File: config.mk
export PLATFORM = sky130hd
export DESIGN_NAME = cwd_config_decoder
export DESIGN_NICKNAME = d
export VERILOG_FILES = /design/src/cwd_fuse_store.v /design/src/cwd_wdt_decode.v /design/src/cwd_config_decoder.v
export VERILOG_INCLUDE_DIRS = /design/src
export SDC_FILE = /design/constraint.sdc
export NUM_CORES = 1
export LEC_CHECK = 0
export BUFFER_PORTS_ARGS = -buffer_cell sky130_fd_sc_hd__buf_4
export CAP_MARGIN = 5
export CORE_ASPECT_RATIO = 0.7
export CORE_MARGIN = 2
export CORE_UTILIZATION = 34
export DETAILED_ROUTE_END_ITERATION = 10
export GPL_TIMING_DRIVEN = 0
export PLACE_DENSITY = 0.68
export SLEW_MARGIN = 20
export SYNTH_ARGS = -nofsm -noshare
export SYNTH_HDL_FRONTEND = slang
export SYNTH_SLANG_ARGS = --single-unit
export TNS_END_PERCENT = 30
File: constraint.sdc
create_clock -name REF_CLK -period 1.53 [get_ports REF_CLK]
set_clock_uncertainty 0.05 [all_clocks]
set_input_delay 0.306 -clock REF_CLK [delete_from_list [all_inputs] [get_ports REF_CLK]]
set_output_delay 0.306 -clock REF_CLK [all_outputs]
set_load 0.03 [all_outputs]
File: src/cwd_consts.vh
// Purpose: Constants for the configuration word decoder
// Assumes: 14-bit configuration words, three words
// Notes:   Definitions only
`ifndef CWD_CONSTS_VH
`define CWD_CONSTS_VH
`define CWD_WORD_W        14
`define CWD_ADDR_W        2
`define CWD_IDX_ONE       2'h0
`define CWD_IDX_TWO       2'h1
`define CWD_IDX_THREE     2'h2
`define CWD_IDX_STATUS    2'h3
// Word one fields
`define CWD_OSC_LO        0
`define CWD_OSC_HI        2
`define CWD_POWER_UP_DELAY_TIMER_BIT      5
`define CWD_PROT_BIT      7
`define CWD_PROT_MASK     14'h0080
`define CWD_BOR_LO        9
`define CWD_BOR_HI        10
// Unimplemented positions forced to one
`define CWD_W1_UNIMP      14'h0118
`define CWD_W2_UNIMP      14'h0078
`define CWD_W3_UNIMP      14'h0080
// Erased values: all ones, word three bits 13:12 zero
`define CWD_W1_ERASED     14'h3fff
`define CWD_W2_ERASED     14'h3fff
`define CWD_W3_ERASED     14'h0fff
// Word three fields
`define CWD_WPS_LO        0
`define CWD_WPS_HI        4
`define CWD_WEN_LO        5
`define CWD_WEN_HI        6
`define CWD_WWS_LO        8
`define CWD_WWS_HI        10
`define CWD_WCS_LO        11
`define CWD_WCS_HI        13
// Oscillator codes
`define CWD_OSC_ECH       3'h7
`define CWD_OSC_ECM       3'h6
`define CWD_OSC_ECL       3'h5
`define CWD_OSC_INT       3'h4
`define CWD_OSC_HS        3'h2
// Clock source outputs
`define CWD_CLK_EXT       3'h0
`define CWD_CLK_INT       3'h1
`define CWD_CLK_XTAL      3'h2
`define CWD_CLK_BAD       3'h7
// Watchdog clock codes
`define CWD_WCS_SOFT      3'h7
`define CWD_WCS_MF        3'h1
`define CWD_WCS_LF        3'h0
`define CWD_WSRC_MF       2'h0
`define CWD_WSRC_LF       2'h1
`define CWD_WSRC_SOFT     2'h2
`define CWD_WSRC_BAD      2'h3
// Watchdog enable codes
`define CWD_WEN_ALWAYS    2'h3
`define CWD_WEN_AWAKE     2'h2
`define CWD_WEN_SOFT      2'h1
// Window codes, 110 maps to 111
`define CWD_WWS_OPEN      3'h7
`define CWD_WWS_OPEN_ALT  3'h6
`define CWD_WWS_LAST      3'h5
// Period codes
`define CWD_WPS_SOFT      5'h1f
`define CWD_WPS_SOFT_POR  5'h0b
`define CWD_WPS_MAX       5'h12
`define CWD_WPS_MIN       5'h00
`define CWD_EXP_BASE      5'h05
`endif

File: src/cwd_fuse_store.v
// Purpose: Holds the three configuration words as erasable fuse storage
// Assumes: Programming and erase strobes come from the programming port
// Notes:   Read data comes out of a register
`timescale 1ns/1ns
`default_nettype none
`include "cwd_consts.vh"
module cwd_fuse_store (
  input  wire                    clk,
  input  wire                    rst,
  input  wire                    prog_we,
  input  wire [`CWD_ADDR_W-1:0]  prog_addr,
  input  wire [`CWD_WORD_W-1:0]  prog_data,
  input  wire                    bulk_erase,
  input  wire [`CWD_ADDR_W-1:0]  rd_addr,
  output reg  [`CWD_WORD_W-1:0]  rd_data_ff,
  output wire [`CWD_WORD_W-1:0]  word_one,
  output wire [`CWD_WORD_W-1:0]  word_two,
  output wire [`CWD_WORD_W-1:0]  word_three
);
  reg [`CWD_WORD_W-1:0] mem_ff [0:2];
  reg [`CWD_WORD_W-1:0] nxt_rd;

  // Unimplemented bits forced to one on every read
  assign word_one   = mem_ff[0] | `CWD_W1_UNIMP;
  assign word_two   = mem_ff[1] | `CWD_W2_UNIMP;
  assign word_three = mem_ff[2] | `CWD_W3_UNIMP;

  // Fuse contents are non-volatile, so reset does not touch them
  always @(posedge clk) begin
    if (bulk_erase) begin
      mem_ff[0] <= `CWD_W1_ERASED;
      mem_ff[1] <= `CWD_W2_ERASED;
      mem_ff[2] <= `CWD_W3_ERASED;
    end else if (prog_we && prog_addr != `CWD_IDX_STATUS) begin
      // Words are rewritten whole, but protection only ever tightens
      mem_ff[prog_addr] <= (prog_addr == `CWD_IDX_ONE) ?
                           (prog_data & (mem_ff[0] | ~`CWD_PROT_MASK)) : prog_data;
    end
  end

  always @* begin
    case (rd_addr)
      `CWD_IDX_ONE:   nxt_rd = word_one;
      `CWD_IDX_TWO:   nxt_rd = word_two;
      `CWD_IDX_THREE: nxt_rd = word_three;
      default:        nxt_rd = {`CWD_WORD_W{1'b0}};
    endcase
  end

  always @(posedge clk) begin
    if (rst) begin
      rd_data_ff <= {`CWD_WORD_W{1'b0}};
    end else begin
      rd_data_ff <= nxt_rd;
    end
  end

  initial begin
    mem_ff[0] = `CWD_W1_ERASED;
    mem_ff[1] = `CWD_W2_ERASED;
    mem_ff[2] = `CWD_W3_ERASED;
  end
endmodule
`default_nettype wire

File: src/cwd_wdt_decode.v
// Purpose: Decodes the watchdog clock, window and period fields of word three
// Assumes: Inputs come straight from the fuse store; outputs are latched in the top module
// Notes:   Purely combinational
`timescale 1ns/1ns
`default_nettype none
`include "cwd_consts.vh"
module cwd_wdt_decode (
  input  wire [2:0] clk_fuse,
  input  wire [2:0] win_fuse,
  input  wire [1:0] en_fuse,
  input  wire [4:0] per_fuse,
  output reg  [1:0] wdt_src,
  output wire       win_soft,
  output wire [2:0] win_por,
  output wire       per_soft,
  output wire [4:0] per_por,
  output reg  [4:0] per_exp
);
  // 110 behaves like 111: fully open and software owned
  assign win_soft = (win_fuse == `CWD_WWS_OPEN) || (win_fuse == `CWD_WWS_OPEN_ALT);
  assign win_por  = win_soft ? `CWD_WWS_OPEN : win_fuse;
  assign per_soft = (per_fuse == `CWD_WPS_SOFT);
  assign per_por  = per_soft ? `CWD_WPS_SOFT_POR :
                    (per_fuse > `CWD_WPS_MAX) ? `CWD_WPS_MIN : per_fuse;

  always @* begin
    per_exp = per_por + `CWD_EXP_BASE;
    case (clk_fuse)
      `CWD_WCS_SOFT: wdt_src = `CWD_WSRC_SOFT;
      `CWD_WCS_MF:   wdt_src = `CWD_WSRC_MF;
      `CWD_WCS_LF:   wdt_src = `CWD_WSRC_LF;
      default:       wdt_src = `CWD_WSRC_BAD;
    endcase
  end
endmodule
`default_nettype wire

File: src/cwd_config_decoder.v
// Purpose: Configuration word decoder feeding clock, reset and watchdog units
// Assumes: Inputs synchronous to REF_CLK; fuse programming via PROG port
// Notes:   Words read only over the register port
`timescale 1ns/1ns
`default_nettype none
`include "cwd_consts.vh"
module cwd_config_decoder (
  input  wire                    REF_CLK,
  input  wire                    RST,
  input  wire [`CWD_ADDR_W-1:0]  ADDR,
  input  wire [`CWD_WORD_W-1:0]  WDATA,
  input  wire                    WR,
  input  wire                    RD,
  output wire [`CWD_WORD_W-1:0]  RDATA,
  input  wire                    PROG_WE,
  input  wire [`CWD_ADDR_W-1:0]  PROG_ADDR,
  input  wire [`CWD_WORD_W-1:0]  PROG_DATA,
  input  wire                    BULK_ERASE,
  input  wire                    SLEEP,
  input  wire                    WATCHDOG_SOFT_ENABLE,
  output reg  [2:0]              CLK_SOURCE,
  output reg  [1:0]              EXT_CLOCK_POWER,
  output reg                     EXT_CLOCK_INPUT_PIN_IS_IO,
  output reg                     CONFIG_INVALID,
  output reg                     READ_PROTECT,
  output reg                     POWER_UP_DELAY_TIMER_EN,
  output reg  [1:0]              SUPPLY_DROP_RESET_MODE,
  output reg  [1:0]              WATCHDOG_CLK_SRC,
  output reg                     WATCHDOG_WIN_SOFT,
  output reg  [2:0]              WATCHDOG_WIN_POR,
  output reg                     WATCHDOG_KEYED_CLEAR,
  output reg                     WATCHDOG_LOW_WIN_ALLOWED,
  output reg                     WATCHDOG_PER_SOFT,
  output reg  [4:0]              WATCHDOG_PER_POR,
  output reg  [4:0]              WATCHDOG_PER_EXP,
  output wire                    WATCHDOG_RUN
);
  wire [`CWD_WORD_W-1:0] word_one;
  wire [`CWD_WORD_W-1:0] word_three;
  wire [`CWD_WORD_W-1:0] store_rd;
  wire [1:0]             wdt_src;
  wire                   win_soft;
  wire [2:0]             win_por;
  wire                   per_soft;
  wire [4:0]             per_por;
  wire [4:0]             per_exp;
  reg  [1:0]             wen_ff;
  reg                    rd_pend_ff;
  reg                    stat_rd_ff;
  reg  [2:0]             osc_field;
  reg  [2:0]             nxt_clk_source;
  reg  [1:0]             nxt_ext_power;
  reg                    nxt_pin_io;
  reg                    nxt_invalid;
  reg                    run_sel;

  cwd_fuse_store u_store (
    .clk        (REF_CLK),
    .rst        (RST),
    .prog_we    (PROG_WE),
    .prog_addr  (PROG_ADDR),
    .prog_data  (PROG_DATA),
    .bulk_erase (BULK_ERASE),
    .rd_addr    (ADDR),
    .rd_data_ff (store_rd),
    .word_one   (word_one),
    .word_two   (),
    .word_three (word_three)
  );

  cwd_wdt_decode u_wdt (
    .clk_fuse (word_three[`CWD_WCS_HI:`CWD_WCS_LO]),
    .win_fuse (word_three[`CWD_WWS_HI:`CWD_WWS_LO]),
    .en_fuse  (word_three[`CWD_WEN_HI:`CWD_WEN_LO]),
    .per_fuse (word_three[`CWD_WPS_HI:`CWD_WPS_LO]),
    .wdt_src  (wdt_src),
    .win_soft (win_soft),
    .win_por  (win_por),
    .per_soft (per_soft),
    .per_por  (per_por),
    .per_exp  (per_exp)
  );

  always @* begin
    osc_field      = word_one[`CWD_OSC_HI:`CWD_OSC_LO];
    nxt_clk_source = `CWD_CLK_BAD;
    nxt_ext_power  = 2'h0;
    nxt_pin_io     = 1'b0;
    nxt_invalid    = 1'b0;
    case (osc_field)
      `CWD_OSC_ECH: begin
        nxt_clk_source = `CWD_CLK_EXT;
        nxt_ext_power  = 2'h2;
      end
      `CWD_OSC_ECM: begin
        nxt_clk_source = `CWD_CLK_EXT;
        nxt_ext_power  = 2'h1;
      end
      `CWD_OSC_ECL: begin
        nxt_clk_source = `CWD_CLK_EXT;
        nxt_ext_power  = 2'h0;
      end
      `CWD_OSC_INT: begin
        nxt_clk_source = `CWD_CLK_INT;
        nxt_pin_io     = 1'b1;
      end
      `CWD_OSC_HS: begin
        nxt_clk_source = `CWD_CLK_XTAL;
      end
      default: begin
        // Reserved codes flagged so reset logic can hold the part
        nxt_invalid = 1'b1;
      end
    endcase
  end

  // Sampled only while reset is held, frozen afterwards
  always @(posedge REF_CLK) begin
    if (RST) begin
      CLK_SOURCE                <= nxt_clk_source;
      EXT_CLOCK_POWER           <= nxt_ext_power;
      EXT_CLOCK_INPUT_PIN_IS_IO <= nxt_pin_io;
      CONFIG_INVALID            <= nxt_invalid | (wdt_src == `CWD_WSRC_BAD);
      READ_PROTECT              <= ~word_one[`CWD_PROT_BIT];
      // Timer follows only its own bit, never the brown-out field
      POWER_UP_DELAY_TIMER_EN   <= ~word_one[`CWD_POWER_UP_DELAY_TIMER_BIT];
      SUPPLY_DROP_RESET_MODE    <= word_one[`CWD_BOR_HI:`CWD_BOR_LO];
      WATCHDOG_CLK_SRC          <= wdt_src;
      WATCHDOG_WIN_SOFT         <= win_soft;
      WATCHDOG_WIN_POR          <= win_por;
      WATCHDOG_KEYED_CLEAR      <= ~win_soft;
      WATCHDOG_LOW_WIN_ALLOWED  <= win_soft;
      WATCHDOG_PER_SOFT         <= per_soft;
      WATCHDOG_PER_POR          <= per_por;
      WATCHDOG_PER_EXP          <= per_exp;
      wen_ff                    <= word_three[`CWD_WEN_HI:`CWD_WEN_LO];
    end
  end

  always @* begin
    case (wen_ff)
      `CWD_WEN_ALWAYS: run_sel = 1'b1;
      `CWD_WEN_AWAKE:  run_sel = ~SLEEP;
      `CWD_WEN_SOFT:   run_sel = WATCHDOG_SOFT_ENABLE;
      default:         run_sel = 1'b0;
    endcase
  end
  // Held off during reset so the watchdog never starts early
  assign WATCHDOG_RUN = run_sel & ~RST;

  // Read-only port; writes are ignored, data valid only the cycle after RD
  always @(posedge REF_CLK) begin
    if (RST) begin
      rd_pend_ff <= 1'b0;
      stat_rd_ff <= 1'b0;
    end else begin
      rd_pend_ff <= RD & ~WR;
      stat_rd_ff <= RD & (ADDR == `CWD_IDX_STATUS);
    end
  end

  // Status word shows the latched invalid flag and protection state
  assign RDATA = !rd_pend_ff ? {`CWD_WORD_W{1'b0}} :
                 stat_rd_ff  ? {12'h000, READ_PROTECT, CONFIG_INVALID} : store_rd;
endmodule
`default_nettype wire

==> results of run 1 <==
[placed cells by master (no fill, tap or decap), types with 3 or more instances in the layout]
cell                         n
sky130_fd_sc_hd__buf_4      70
sky130_fd_sc_hd__edfxtp_1   65
sky130_fd_sc_hd__nand2_1    34
sky130_fd_sc_hd__nor2_1     21
sky130_fd_sc_hd__buf_6      17
sky130_fd_sc_hd__dfxtp_1    14
sky130_fd_sc_hd__and2_4     13
sky130_fd_sc_hd__mux2i_1    10
sky130_fd_sc_hd__nand2b_1   10
sky130_fd_sc_hd__clkbuf_16   9
sky130_fd_sc_hd__nor2b_1     7
sky130_fd_sc_hd__a21oi_1     7
sky130_fd_sc_hd__nand3_1     6
sky130_fd_sc_hd__or3_1       6
sky130_fd_sc_hd__inv_1       6
sky130_fd_sc_hd__a2bb2oi_1   6
sky130_fd_sc_hd__clkbuf_1    5
sky130_fd_sc_hd__and2_1      4
sky130_fd_sc_hd__buf_2       4
sky130_fd_sc_hd__a21o_1      4
sky130_fd_sc_hd__or2_2       3
sky130_fd_sc_hd__nor3_1      3
sky130_fd_sc_hd__and3_1      3
[area by class of cell]
type / instances / area, um2 / share of cell area
Inverter: 6 / 22.5 / 0.00492
Tap cell: 128 / 160 / 0.0350
Clock buffer: 9 / 225 / 0.0492
Multi-Input combinational cell: 157 / 1000 / 0.219
Clock inverter: 7 / 103 / 0.0224
Sequential cell: 81 / 2270 / 0.497
Buffer: 17 / 120 / 0.0263
Timing Repair Buffer: 81 / 669 / 0.146
[worst register-to-register path, delay by kind of cell (launching register included)]
kind | cells | cell delay, ns
flops | 1 | 0.39
simple gates | 1 | 0.37
compound gates | 1 | 0.23
fa+ha+maj | 1 | 0.17
buf+inv | 1 | 0.15
xor+xnor | 1 | 0.05
[power breakdown]
group / internal, mW / switching (mW)
clock network: 1.45 / 0.873
registers: 2.55 / 0.0715
logic: 0.298 / 0.380
total: 4.30 / 1.32
[through the flow]
step | util | cell area, um2 | power (mW)
2_1_floorplan | - | 3320 | 3.02
5_1_grt | 0.478 | 4570 | 5.82
4_1_cts | 0.468 | 4480 | 5.62
3_5_place_dp | 0.418 | 4000 | 3.28
6_report | 0.478 | 4570 | 5.62
3_3_place_gp | 0.418 | 4000 | 3.26
[logic make-up (layout without fill, tap and decap cells)]
logic type                 Yosys count  after routing  share of synthesized area
adders and majority gates            1              1                    0.00377
AOI/OAI and AO/OA                   25             25                     0.0540
DFF                                 81             81                      0.686
muxes                               10             10                     0.0302
buffers and inverters               23            120                     0.0359
xor gates and xnor gates             2              2                    0.00529
and+or+nand+nor                    119            119                      0.185
[metal layers]
metal  vias up  GRT usage  wire length, um
met5         -          0                0
met1      1053      0.203             3520
li1       1099          -                -
met3         9     0.0336              474
met4         0     0.0543               68
met2        76      0.205             3200
[repair_timing]
item,4_1_cts,5_1_grt
setup endpoints to repair,17,30
buffers inserted,7,4
hold buffers,0,0
gates resized for setup,28,21
cloned,1,0
pin swaps,9,7
[registers in the layout (all words and copies together), names as in the netlist, 2 cells and up]
| signal | flops |
|---|---|
| SUPPLY_DROP_RESET_MODE | 2 |
| WATCHDOG_PER_EXP | 5 |
| EXT_CLOCK_POWER | 2 |
| WATCHDOG_PER_POR | 5 |
| CLK_SOURCE | 3 |
| wen_ff | 2 |
| WATCHDOG_WIN_POR | 3 |
| u_store.mem_ff | 34 |
| WATCHDOG_CLK_SRC | 2 |
| u_store.rd_data_ff | 14 |
[path summary, 6_finish.rpt]
kind | endpoint | slack (ns) | cells after the start
max | WATCHDOG_PER_EXP[2]$_DFFE_PP_ | -0.12 | 5
min | rd_pend_ff$_SDFF_PP0_ | 0.08 | 2
max reg2reg | WATCHDOG_PER_EXP[2]$_DFFE_PP_ | -0.12 | 5
min reg2reg | SUPPLY_DROP_RESET_MODE[1]$_DFFE_PP_ | 0.43 | 0
==> tab_implementation.tex, run 1 <==
\begin{tabular}{lr}
\hline
Metric & Value \\
\hline
\multicolumn{2}{l}{\textbf{Clocking}} \\
\quad Clock network latency to the later pin of the worst-skew pair & 0.33 ns \\
\quad Clk sink count & 81 \\
\quad Longest Clk Path Bufs & 2 \\
\quad Maximum level of the CTS H-tree & 3 \\
\quad Root Buffer Master & sky130\_fd\_sc\_hd\_\_clkbuf\_16 \\
\quad Clock transition at the register clock pins on the worst setup and hold paths after CTS & 0.06 ns \\
\quad TritonCTS clock tree & built \\
\quad Clock buffers created by TritonCTS & 9 \\
\multicolumn{2}{l}{\textbf{Logic synthesis}} \\
\quad Synthesized instance count & 261 \\
\quad Avg Cell Area, Syn & 12.7 um2 \\
\quad Cell types with the largest area share after synthesis & sky130\_fd\_sc\_hd\_\_edfxtp\_1 (59\%), sky130\_fd\_sc\_hd\_\_dfxtp\_1 (9.7\%), sky130\_fd\_sc\_hd\_\_nand2\_1 (3.9\%) \\
\quad Most frequently used cell type in the post-synthesis netlist & sky130\_fd\_sc\_hd\_\_edfxtp\_1 \\
\quad Top\_reg\_cell synth & sky130\_fd\_sc\_hd\_\_edfxtp\_1 \\
\quad Seq/Total Area, Yosys & 0.686 \\
\quad Synth warnings & 0 \\
\quad Number of flops mapped to enable cells by yosys & 65 \\
\quad Count of different cell masters after synthesis & 36 \\
\quad Cell type with the highest aggregate area in the netlist & sky130\_fd\_sc\_hd\_\_edfxtp\_1 \\
\quad Synth top cells by count & sky130\_fd\_sc\_hd\_\_edfxtp\_1 (65), sky130\_fd\_sc\_hd\_\_nand2\_1 (34), sky130\_fd\_sc\_hd\_\_nor2\_1 (21) \\
\quad Top cell type's share of synthesized area & 0.589 \\
\quad Cell Area, Synth & 3310 um2 \\
\quad Async SR Flop Fraction & 0 \\
\quad Nets in the synthesized netlist & 302 \\
\quad Number of synthesized register bits & 81 \\
\multicolumn{2}{l}{\textbf{Timing}} \\
\quad Worst Slack Setup Final & -0.122 ns \\
\quad Min Tclk post-route & 1.65 ns \\
\quad Tightest Pin Transition & 0.497 ns \\
\quad Setup repair after global routing missed its margin & yes \\
\quad Rel. slew slack & 0.669 \\
\quad Max-slew violations & 0 \\
\quad Fmax & 0.605 GHz \\
\quad Final setup violation count & 15 \\
\quad Tightest hold margin & 0.0760 ns \\
\quad Setup TNS Final & -1.19 ns \\
\quad Fin. Hold Viols & 0 \\
\quad Final period util & 1.08 \\
\multicolumn{2}{l}{\textbf{Route}} \\
\quad Total Wirelength & 7260 um \\
\quad Vias per Instance & 4.60 \\
\quad Routed wire per std cell & 14.9 um \\
\quad Count of vias placed by the detailed router & 2237 \\
\quad Final routed DRC violation total & 0 \\
\quad Remaining number of nets flagged by the antenna check after routing & 0 \\
\quad First-pass DRT Iterations & 4 \\
\quad Drt first-iter violations & 139 \\
\multicolumn{2}{l}{\textbf{Global routing}} \\
\quad Overall overflow remaining after global route & 0 \\
\quad Number of antenna violations at the first check in global routing & 0 \\
\quad Maximum number of pins on one net before global-route repair & 33 \\
\quad Number of global-route vias before repair & 2144 \\
\quad Global-route wire length before repair & 11200 um \\
\quad Total track usage & 0.140 \\
\multicolumn{2}{l}{\textbf{Finish}} \\
\quad Layout-stage area growth over the synthesis result & 38.0\% \\
\quad Share of final-layout standard cells stronger than drive strength 1 & 0.377 \\
\quad Filler cell count in the final layout & 822 \\
\quad Diode insertion count for antenna repair & 0 \\
\quad Nets & 394 \\
\quad Finished Layout Cells & 486 \\
\multicolumn{2}{l}{\textbf{Critical path}} \\
\quad Setup CP Type & reg2reg \\
\quad Cells along the critical path & buf\_6 > or3\_4 > a31oi\_4 > ha\_4 > xnor2\_1 \\
\quad Worst setup path startpoint & u\_store.mem\_ff[2][2]\$\_SDFFCE\_PN1P\_ \\
\quad Required time at the endpoint of the critical path & 1.56 ns \\
\quad Max stage delay cell, worst path & sky130\_fd\_sc\_hd\_\_edfxtp\_1 \\
\quad Startpoint type of the worst setup path & flip-flop \\
\quad Worst Path Arrival & 1.69 ns \\
\quad Crit-path max cell delay & 0.39 ns \\
\quad Start of the worst register-to-register path & u\_store.mem\_ff[2][2]\$\_SDFFCE\_PN1P\_ \\
\quad Buffer and inverter count on the worst path & 1 \\
\quad Top Family by Delay on Critical Path & flip-flops \\
\quad Setup crit end kind & flip-flop \\
\quad Max Fanout on Critical Path & 6 \\
\multicolumn{2}{l}{\textbf{Placement}} \\
\quad Dpl hpwl & 4990 um \\
\quad Number of instances in the placed design & 458 \\
\quad \# port buffers & 69 \\
\quad Final weighted congestion in routability-driven placement & 0.738 \\
\quad Place WS & -0.532 ns \\
\multicolumn{2}{l}{\textbf{Die}} \\
\quad Horizontal die dimension & 122 um \\
\quad Area inside the core boundary & 9570 um2 \\
\quad Die area & 10600 um2 \\
\quad I/O pin total & 85 \\
\quad Initial core utilization & 0.346 \\
\quad Die extent in y & 86.6 um \\
\quad Number of rows in the core area & 30 \\
\multicolumn{2}{l}{\textbf{Run}} \\
\quad Max capacitance violation total & 0 \\
\multicolumn{2}{l}{\textbf{Hold path}} \\
\quad Hold\_sp & WR \\
\quad Class of the tightest hold or removal check & in2reg \\
\multicolumn{2}{l}{\textbf{Power and ir drop}} \\
\quad Power Density & 1230 nW/um2 \\
\quad Static Leakage & 1.85 nW \\
\quad Peak supply drop & 0.000590 V \\
\multicolumn{2}{l}{\textbf{Status}} \\
\quad Status & finished with violations \\
\quad Violated checks & setup timing \\
\hline
\end{tabular}
Note: power is estimated with default switching activity, not from simulation.
==> run 2, diff against run 1 <==
- ABC_AREA: unset -> 1
- CORE_ASPECT_RATIO: 0.7 -> 1.4
- PLACE_DENSITY: 0.68 -> 0.69
==> tab_implementation.tex, run 2 <==
\begin{tabular}{lr}
\hline
Metric & Value \\
\hline
\multicolumn{2}{l}{\textbf{Status}} \\
\quad Status & finished with violations \\
\quad Violated checks & setup timing \\
\multicolumn{2}{l}{\textbf{Critical path}} \\
\quad Crit-path max cell delay & 0.46 ns \\
\quad Setup crit end kind & flip-flop \\
\quad Setup CP Type & reg2reg \\
\quad Max Fanout on Critical Path & 4 \\
\quad Worst reg-to-reg path cell count & 9 \\
\quad Cells along the critical path & nor2\_2 > nand2\_2 > nand2\_4 > inv\_2 > buf\_4 > buf\_4 > buf\_4 > buf\_4 > o21ai\_2 \\
\quad Most numerous cell on the critical path & sky130\_fd\_sc\_hd\_\_buf\_4 \\
\quad Max stage delay cell, worst path & sky130\_fd\_sc\_hd\_\_edfxtp\_1 \\
\quad Worst Path Arrival & 1.76 ns \\
\quad Startpoint type of the worst setup path & flip-flop \\
\quad Required time at the endpoint of the critical path & 1.67 ns \\
\multicolumn{2}{l}{\textbf{Timing}} \\
\quad Final period util & 1.06 \\
\quad Tightest Pin Transition & 0.591 ns \\
\quad Final setup violation count & 14 \\
\quad Worst Slack Setup Final & -0.0902 ns \\
\quad Fmax & 0.617 GHz \\
\quad Setup repair after global routing missed its margin & yes \\
\quad Max-slew violations & 0 \\
\quad Fin. Hold Viols & 0 \\
\quad Min Tclk post-route & 1.62 ns \\
\quad Rel. slew slack & 0.606 \\
\quad Tightest hold margin & 0.0787 ns \\
\multicolumn{2}{l}{\textbf{Finish}} \\
\quad Layout-stage area growth over the synthesis result & 40.5\% \\
\quad Nets & 450 \\
\quad Register containing the most flip-flops in the final layout & u\_store.mem\_ff \\
\quad Post-route cell area & 4560 um2 \\
\quad Top flop regs & u\_store.mem\_ff (34), u\_store.rd\_data\_ff (14) \\
\quad Diode insertion count for antenna repair & 0 \\
\quad Commonest cells after routing, fill and taps aside & sky130\_fd\_sc\_hd\_\_buf\_4 (80), sky130\_fd\_sc\_hd\_\_nand2\_1 (73), sky130\_fd\_sc\_hd\_\_edfxtp\_1 (65), sky130\_fd\_sc\_hd\_\_inv\_1 (50), sky130\_fd\_sc\_hd\_\_nor2\_1 (19) \\
\quad Flip-flop count of the largest register after layout & 34 \\
\quad Most frequent standard cell in the layout excluding fill and tap cells & sky130\_fd\_sc\_hd\_\_buf\_4 \\
\quad Share of final-layout standard cells stronger than drive strength 1 & 0.374 \\
\multicolumn{2}{l}{\textbf{Run}} \\
\quad Max capacitance violation total & 0 \\
\multicolumn{2}{l}{\textbf{Logic synthesis}} \\
\quad Seq/Total Area, Yosys & 0.700 \\
\quad Top cell type's share of synthesized area & 0.601 \\
\quad Top\_reg\_cell synth & sky130\_fd\_sc\_hd\_\_edfxtp\_1 \\
\quad Async SR Flop Fraction & 0 \\
\quad Most frequently used cell type in the post-synthesis netlist & sky130\_fd\_sc\_hd\_\_nand2\_1 \\
\quad Nets in the synthesized netlist & 348 \\
\quad Avg Cell Area, Syn & 10.6 um2 \\
\quad Synth warnings & 0 \\
\quad Synthesized instance count & 307 \\
\quad Count of different cell masters after synthesis & 28 \\
\quad Synth top cells by count & sky130\_fd\_sc\_hd\_\_nand2\_1 (78), sky130\_fd\_sc\_hd\_\_edfxtp\_1 (65), sky130\_fd\_sc\_hd\_\_inv\_1 (54) \\
\quad Cell Area, Synth & 3250 um2 \\
\quad Number of flops mapped to enable cells by yosys & 65 \\
\quad Number of synthesized register bits & 81 \\
\quad Cell type with the highest aggregate area in the netlist & sky130\_fd\_sc\_hd\_\_edfxtp\_1 \\
\quad Cell types with the largest area share after synthesis & sky130\_fd\_sc\_hd\_\_edfxtp\_1 (60\%), sky130\_fd\_sc\_hd\_\_dfxtp\_1 (9.9\%), sky130\_fd\_sc\_hd\_\_nand2\_1 (9.0\%) \\
\multicolumn{2}{l}{\textbf{Die}} \\
\quad Die area & 10400 um2 \\
\quad Die extent in y & 120 um \\
\quad I/O pin total & 85 \\
\quad Horizontal die dimension & 86.6 um \\
\quad Number of rows in the core area & 42 \\
\quad Initial core utilization & 0.347 \\
\quad Area inside the core boundary & 9350 um2 \\
\multicolumn{2}{l}{\textbf{Clocking}} \\
\quad Root Buffer Master & sky130\_fd\_sc\_hd\_\_clkbuf\_16 \\
\quad Maximum level of the CTS H-tree & 3 \\
\quad Clock transition at the register clock pins on the worst setup and hold paths after CTS & 0.05 ns \\
\quad Clock network latency to the later pin of the worst-skew pair & 0.34 ns \\
\quad TritonCTS clock tree & built \\
\quad Longest Clk Path Bufs & 2 \\
\quad Clock buffers created by TritonCTS & 9 \\
\quad Clk sink count & 81 \\
\quad Number of buffers added to fix hold violations after cts & 0 \\
\multicolumn{2}{l}{\textbf{Power and ir drop}} \\
\quad Power Density & 1160 nW/um2 \\
\quad Static Leakage & 1.99 nW \\
\quad Peak supply drop & 0.000596 V \\
\multicolumn{2}{l}{\textbf{Global routing}} \\
\quad Number of global-route vias before repair & 2333 \\
\quad Global-route wire length before repair & 11000 um \\
\quad Number of antenna violations at the first check in global routing & 0 \\
\quad Overall overflow remaining after global route & 0 \\
\quad Total track usage & 0.141 \\
\quad Maximum number of pins on one net before global-route repair & 35 \\
\multicolumn{2}{l}{\textbf{Route}} \\
\quad Total Wirelength & 7090 um \\
\quad Routed wire per std cell & 13.5 um \\
\quad Count of vias placed by the detailed router & 2355 \\
\quad First-pass DRT Iterations & 4 \\
\quad Vias per Instance & 4.49 \\
\quad Final routed DRC violation total & 0 \\
\quad Drt first-iter violations & 141 \\
\quad Remaining number of nets flagged by the antenna check after routing & 0 \\
\multicolumn{2}{l}{\textbf{Placement}} \\
\quad Final weighted congestion in routability-driven placement & 0.797 \\
\quad Dpl hpwl & 4820 um \\
\quad Post-DP Area & 3900 um2 \\
\quad Place WS & -0.331 ns \\
\quad \# port buffers & 69 \\
\multicolumn{2}{l}{\textbf{Hold path}} \\
\quad Class of the tightest hold or removal check & in2reg \\
\quad Depth of the worst hold-timing path & 2 \\
\hline
\end{tabular}
## run 2: layout make-up
type,instances,area [um2]
clock buffer,14,275
fill,820,4790
tap,110,138
buffer,7,51.3
sequential,81,2270
timing repair buffer,91,746
clock inverter,2,10.0
multi-input combinational,160,846
inverter,59,223
## run 2: what timing repair did
item,CTS,global route
pin swaps,6,10
resized for setup,27,32
setup buffers,17,4
setup endpoints to repair,14,40
cloned,0,1
## run 2: stage by stage
stage	utilization	TNS, ns	cells	power, mW
2_1_floorplan	-	-0.0570	307	2.97
3_5_place_dp	0.417	-9.20	486	3.21
3_3_place_gp	0.417	-7.26	486	3.19
5_1_grt	0.488	-1.37	524	5.51
6_report	0.488	-0.563	524	5.30
4_1_cts	0.469	-0.305	519	5.27
## run 2: final timing paths
kind | startpoint | end | slack, ns
worst min register to register | u_store.mem_ff[0][10]$_SDFFCE_PN1P_ | SUPPLY_DROP_RESET_MODE[1]$_DFFE_PP_ | 0.41
worst max register to register | u_store.mem_ff[2][2]$_SDFFCE_PN1P_ | WATCHDOG_PER_EXP[4]$_DFFE_PP_ | -0.09
worst max-delay path | u_store.mem_ff[2][2]$_SDFFCE_PN1P_ | WATCHDOG_PER_EXP[4]$_DFFE_PP_ | -0.09
worst min-delay path | WR | rd_pend_ff$_SDFF_PP0_ | 0.08
## run 2: power by group
group          internal [mW]  total (mW)  switching (mW)
Sequential              2.55        2.62          0.0658
Clock                   1.24        2.01           0.776
Combinational          0.269       0.677           0.408
## run 2: worst max-delay path: cells and delay by family (launching register included)
family,cells,cell delay [ns]
compound gates,1,0.11
buf+inv,5,0.53
flops,1,0.46
simple gates,3,0.31
## run 2: cells by family (layout without fill, tap and decap cells)
group           count (synthesis)  count (layout)  synth area share
fa+ha+maj                       1               1           0.00385
flops                          81              81             0.700
compound gates                 20              20            0.0358
buf+inv                        66             173            0.0809
simple gates                  139             139             0.180
## run 2: layer usage
metal	track usage	routed length (um)
met5	0	0
met4	0.0801	210
met3	0.0433	298
met2	0.238	3850
met1	0.154	2730
==> run 3, diff against run 2 <==
- ABC_AREA: 1 -> unset
- PLACE_DENSITY: 0.69 -> 0.68
==> tab_implementation.tex, run 3 (same netlist as run 1, synthesis figures left out) <==
\begin{tabular}{lr}
\hline
Metric & Value \\
\hline
\multicolumn{2}{l}{\textbf{Clocking}} \\
\quad Clock network latency to the later pin of the worst-skew pair & 0.33 ns \\
\quad Clock buffers created by TritonCTS & 9 \\
\quad Longest Clk Path Bufs & 2 \\
\quad Root Buffer Master & sky130\_fd\_sc\_hd\_\_clkbuf\_16 \\
\quad Clock transition at the register clock pins on the worst setup and hold paths after CTS & 0.06 ns \\
\quad TritonCTS clock tree & built \\
\quad Number of buffers added to fix hold violations after cts & 0 \\
\quad Clk sink count & 81 \\
\quad Maximum level of the CTS H-tree & 3 \\
\multicolumn{2}{l}{\textbf{Die}} \\
\quad Die extent in y & 121 um \\
\quad I/O pin total & 85 \\
\quad Number of rows in the core area & 42 \\
\quad Area inside the core boundary & 9460 um2 \\
\quad Die area & 10600 um2 \\
\quad Horizontal die dimension & 87.4 um \\
\quad Initial core utilization & 0.350 \\
\multicolumn{2}{l}{\textbf{Global routing}} \\
\quad Global-route wire length before repair & 10300 um \\
\quad Layer with the highest usage & met2 \\
\quad Met2 track utilization from global routing & 0.225 \\
\quad Number of antenna violations at the first check in global routing & 0 \\
\quad Number of global-route vias before repair & 2145 \\
\quad Maximum number of pins on one net before global-route repair & 33 \\
\quad GR Layer Usage met3 & 0.0150 \\
\quad Overall overflow remaining after global route & 0 \\
\quad Global-route met1 utilization & 0.144 \\
\quad Total track usage & 0.129 \\
\multicolumn{2}{l}{\textbf{Route}} \\
\quad Remaining number of nets flagged by the antenna check after routing & 0 \\
\quad Total Wirelength & 6470 um \\
\quad Count of vias placed by the detailed router & 2125 \\
\quad First-pass DRT Iterations & 4 \\
\quad Routed wire per std cell & 13.9 um \\
\quad Drt first-iter violations & 78 \\
\quad Vias per Instance & 4.58 \\
\quad Final routed DRC violation total & 0 \\
\multicolumn{2}{l}{\textbf{Timing}} \\
\quad Rel. slew slack & 0.655 \\
\quad Final period util & 1.06 \\
\quad Worst Slack Setup Final & -0.0951 ns \\
\quad Max-slew violations & 0 \\
\quad Min Tclk post-route & 1.63 ns \\
\quad Setup repair after global routing missed its margin & yes \\
\quad Tightest Pin Transition & 0.517 ns \\
\quad Tightest hold margin & 0.0780 ns \\
\quad Final setup violation count & 15 \\
\quad Fmax & 0.615 GHz \\
\quad Fin. Hold Viols & 0 \\
\multicolumn{2}{l}{\textbf{Status}} \\
\quad Status & finished with violations \\
\quad Violated checks & setup timing \\
\multicolumn{2}{l}{\textbf{Critical path}} \\
\quad Setup crit end kind & flip-flop \\
\quad Crit-path max cell delay & 0.37 ns \\
\quad Worst Path Arrival & 1.66 ns \\
\quad Setup CP Type & reg2reg \\
\quad Max stage delay cell, worst path & sky130\_fd\_sc\_hd\_\_edfxtp\_1 \\
\quad Max Fanout on Critical Path & 7 \\
\quad Cells along the critical path & buf\_6 > or3\_1 > nand3\_2 > and2\_4 > ha\_4 > xnor2\_1 \\
\quad Startpoint type of the worst setup path & flip-flop \\
\quad Required time at the endpoint of the critical path & 1.56 ns \\
\multicolumn{2}{l}{\textbf{Finish}} \\
\quad Most frequent standard cell in the layout excluding fill and tap cells & sky130\_fd\_sc\_hd\_\_buf\_4 \\
\quad Layout-stage area growth over the synthesis result & 34.7\% \\
\quad Commonest cells after routing, fill and taps aside & sky130\_fd\_sc\_hd\_\_buf\_4 (67), sky130\_fd\_sc\_hd\_\_edfxtp\_1 (65), sky130\_fd\_sc\_hd\_\_nand2\_1 (34), sky130\_fd\_sc\_hd\_\_nor2\_1 (21), sky130\_fd\_sc\_hd\_\_buf\_6 (16) \\
\quad Diode insertion count for antenna repair & 0 \\
\quad Flip-flop count of the largest register after layout & 34 \\
\quad Share of final-layout standard cells stronger than drive strength 1 & 0.353 \\
\quad Nets & 390 \\
\quad Register containing the most flip-flops in the final layout & u\_store.mem\_ff \\
\quad Top flop regs & u\_store.mem\_ff (34), u\_store.rd\_data\_ff (14) \\
\multicolumn{2}{l}{\textbf{Placement}} \\
\quad Place WS & -0.523 ns \\
\quad Final weighted congestion in routability-driven placement & 0.762 \\
\quad \# port buffers & 69 \\
\quad Dpl hpwl & 4790 um \\
\multicolumn{2}{l}{\textbf{Power and ir drop}} \\
\quad Peak supply drop & 0.000510 V \\
\quad Static Leakage & 1.80 nW \\
\quad Power Density & 1170 nW/um2 \\
\quad Power Total & 5.22 mW \\
\multicolumn{2}{l}{\textbf{Hold path}} \\
\quad Class of the tightest hold or removal check & in2reg \\
\multicolumn{2}{l}{\textbf{Run}} \\
\quad Max capacitance violation total & 0 \\
\hline
\end{tabular}
run 3: through the flow:
step | cells | util | area, um2 | setup TNS (ns)
global placement | 440 | 0.421 | 3980 | -7.10
global route | 464 | 0.472 | 4460 | -1.36
finish | 464 | 0.472 | 4460 | -0.594
floorplan | 261 | - | 3320 | -0.262
detailed placement | 440 | 0.421 | 3980 | -7.90
CTS | 464 | 0.471 | 4450 | -1.07
run 3: per-layer routing:
layer  part of all wire  up-vias
met2               0.54       48
met4              0.023        0
li1                   -     1084
met3              0.034       10
met5                  0        -
met1               0.41      983
run 3: power by group:
part / switching [mW] / internal (mW) / total (mW)
clock network: 0.754 / 1.19 / 1.94
registers: 0.0656 / 2.56 / 2.62
logic: 0.368 / 0.289 / 0.657
total: 1.19 / 4.03 / 5.22
run 3: path summary, 6_finish.rpt:
path / startpoint / end / slack, ns / depth (start not counted)
worst min-delay path: WR / rd_pend_ff$_SDFF_PP0_ / 0.08 / 2
worst max-delay path: u_store.mem_ff[2][2]$_SDFFCE_PN1P_ / WATCHDOG_PER_EXP[2]$_DFFE_PP_ / -0.1 / 6
worst max register to register: u_store.mem_ff[2][2]$_SDFFCE_PN1P_ / WATCHDOG_PER_EXP[2]$_DFFE_PP_ / -0.1 / 6
worst min register to register: u_store.mem_ff[2][6]$_SDFFCE_PN1P_ / wen_ff[1]$_DFFE_PP_ / 0.40 / 0
run 3: area by class of cell:
class	count	area, um2
Sequential cell	81	2270
Buffer	17	121
Fill cell	855	4990
Multi-Input combinational cell	157	1000
Tap cell	110	138
Inverter	6	22.5
Timing Repair Buffer	77	636
Clock buffer	16	272
run 3: repair_timing:
item	CTS	global route
pin swaps	7	8
setup endpoints to repair	16	16
setup buffers	8	0
gates resized for setup	40	7
run 3: worst max-delay path: cells and delay by family (launching register included):
kind	cells	cell delay (ns)
xor+xnor	1	0.05
buf+inv	1	0.14
fa+ha+maj	1	0.14
simple gates	3	0.62
flops	1	0.37
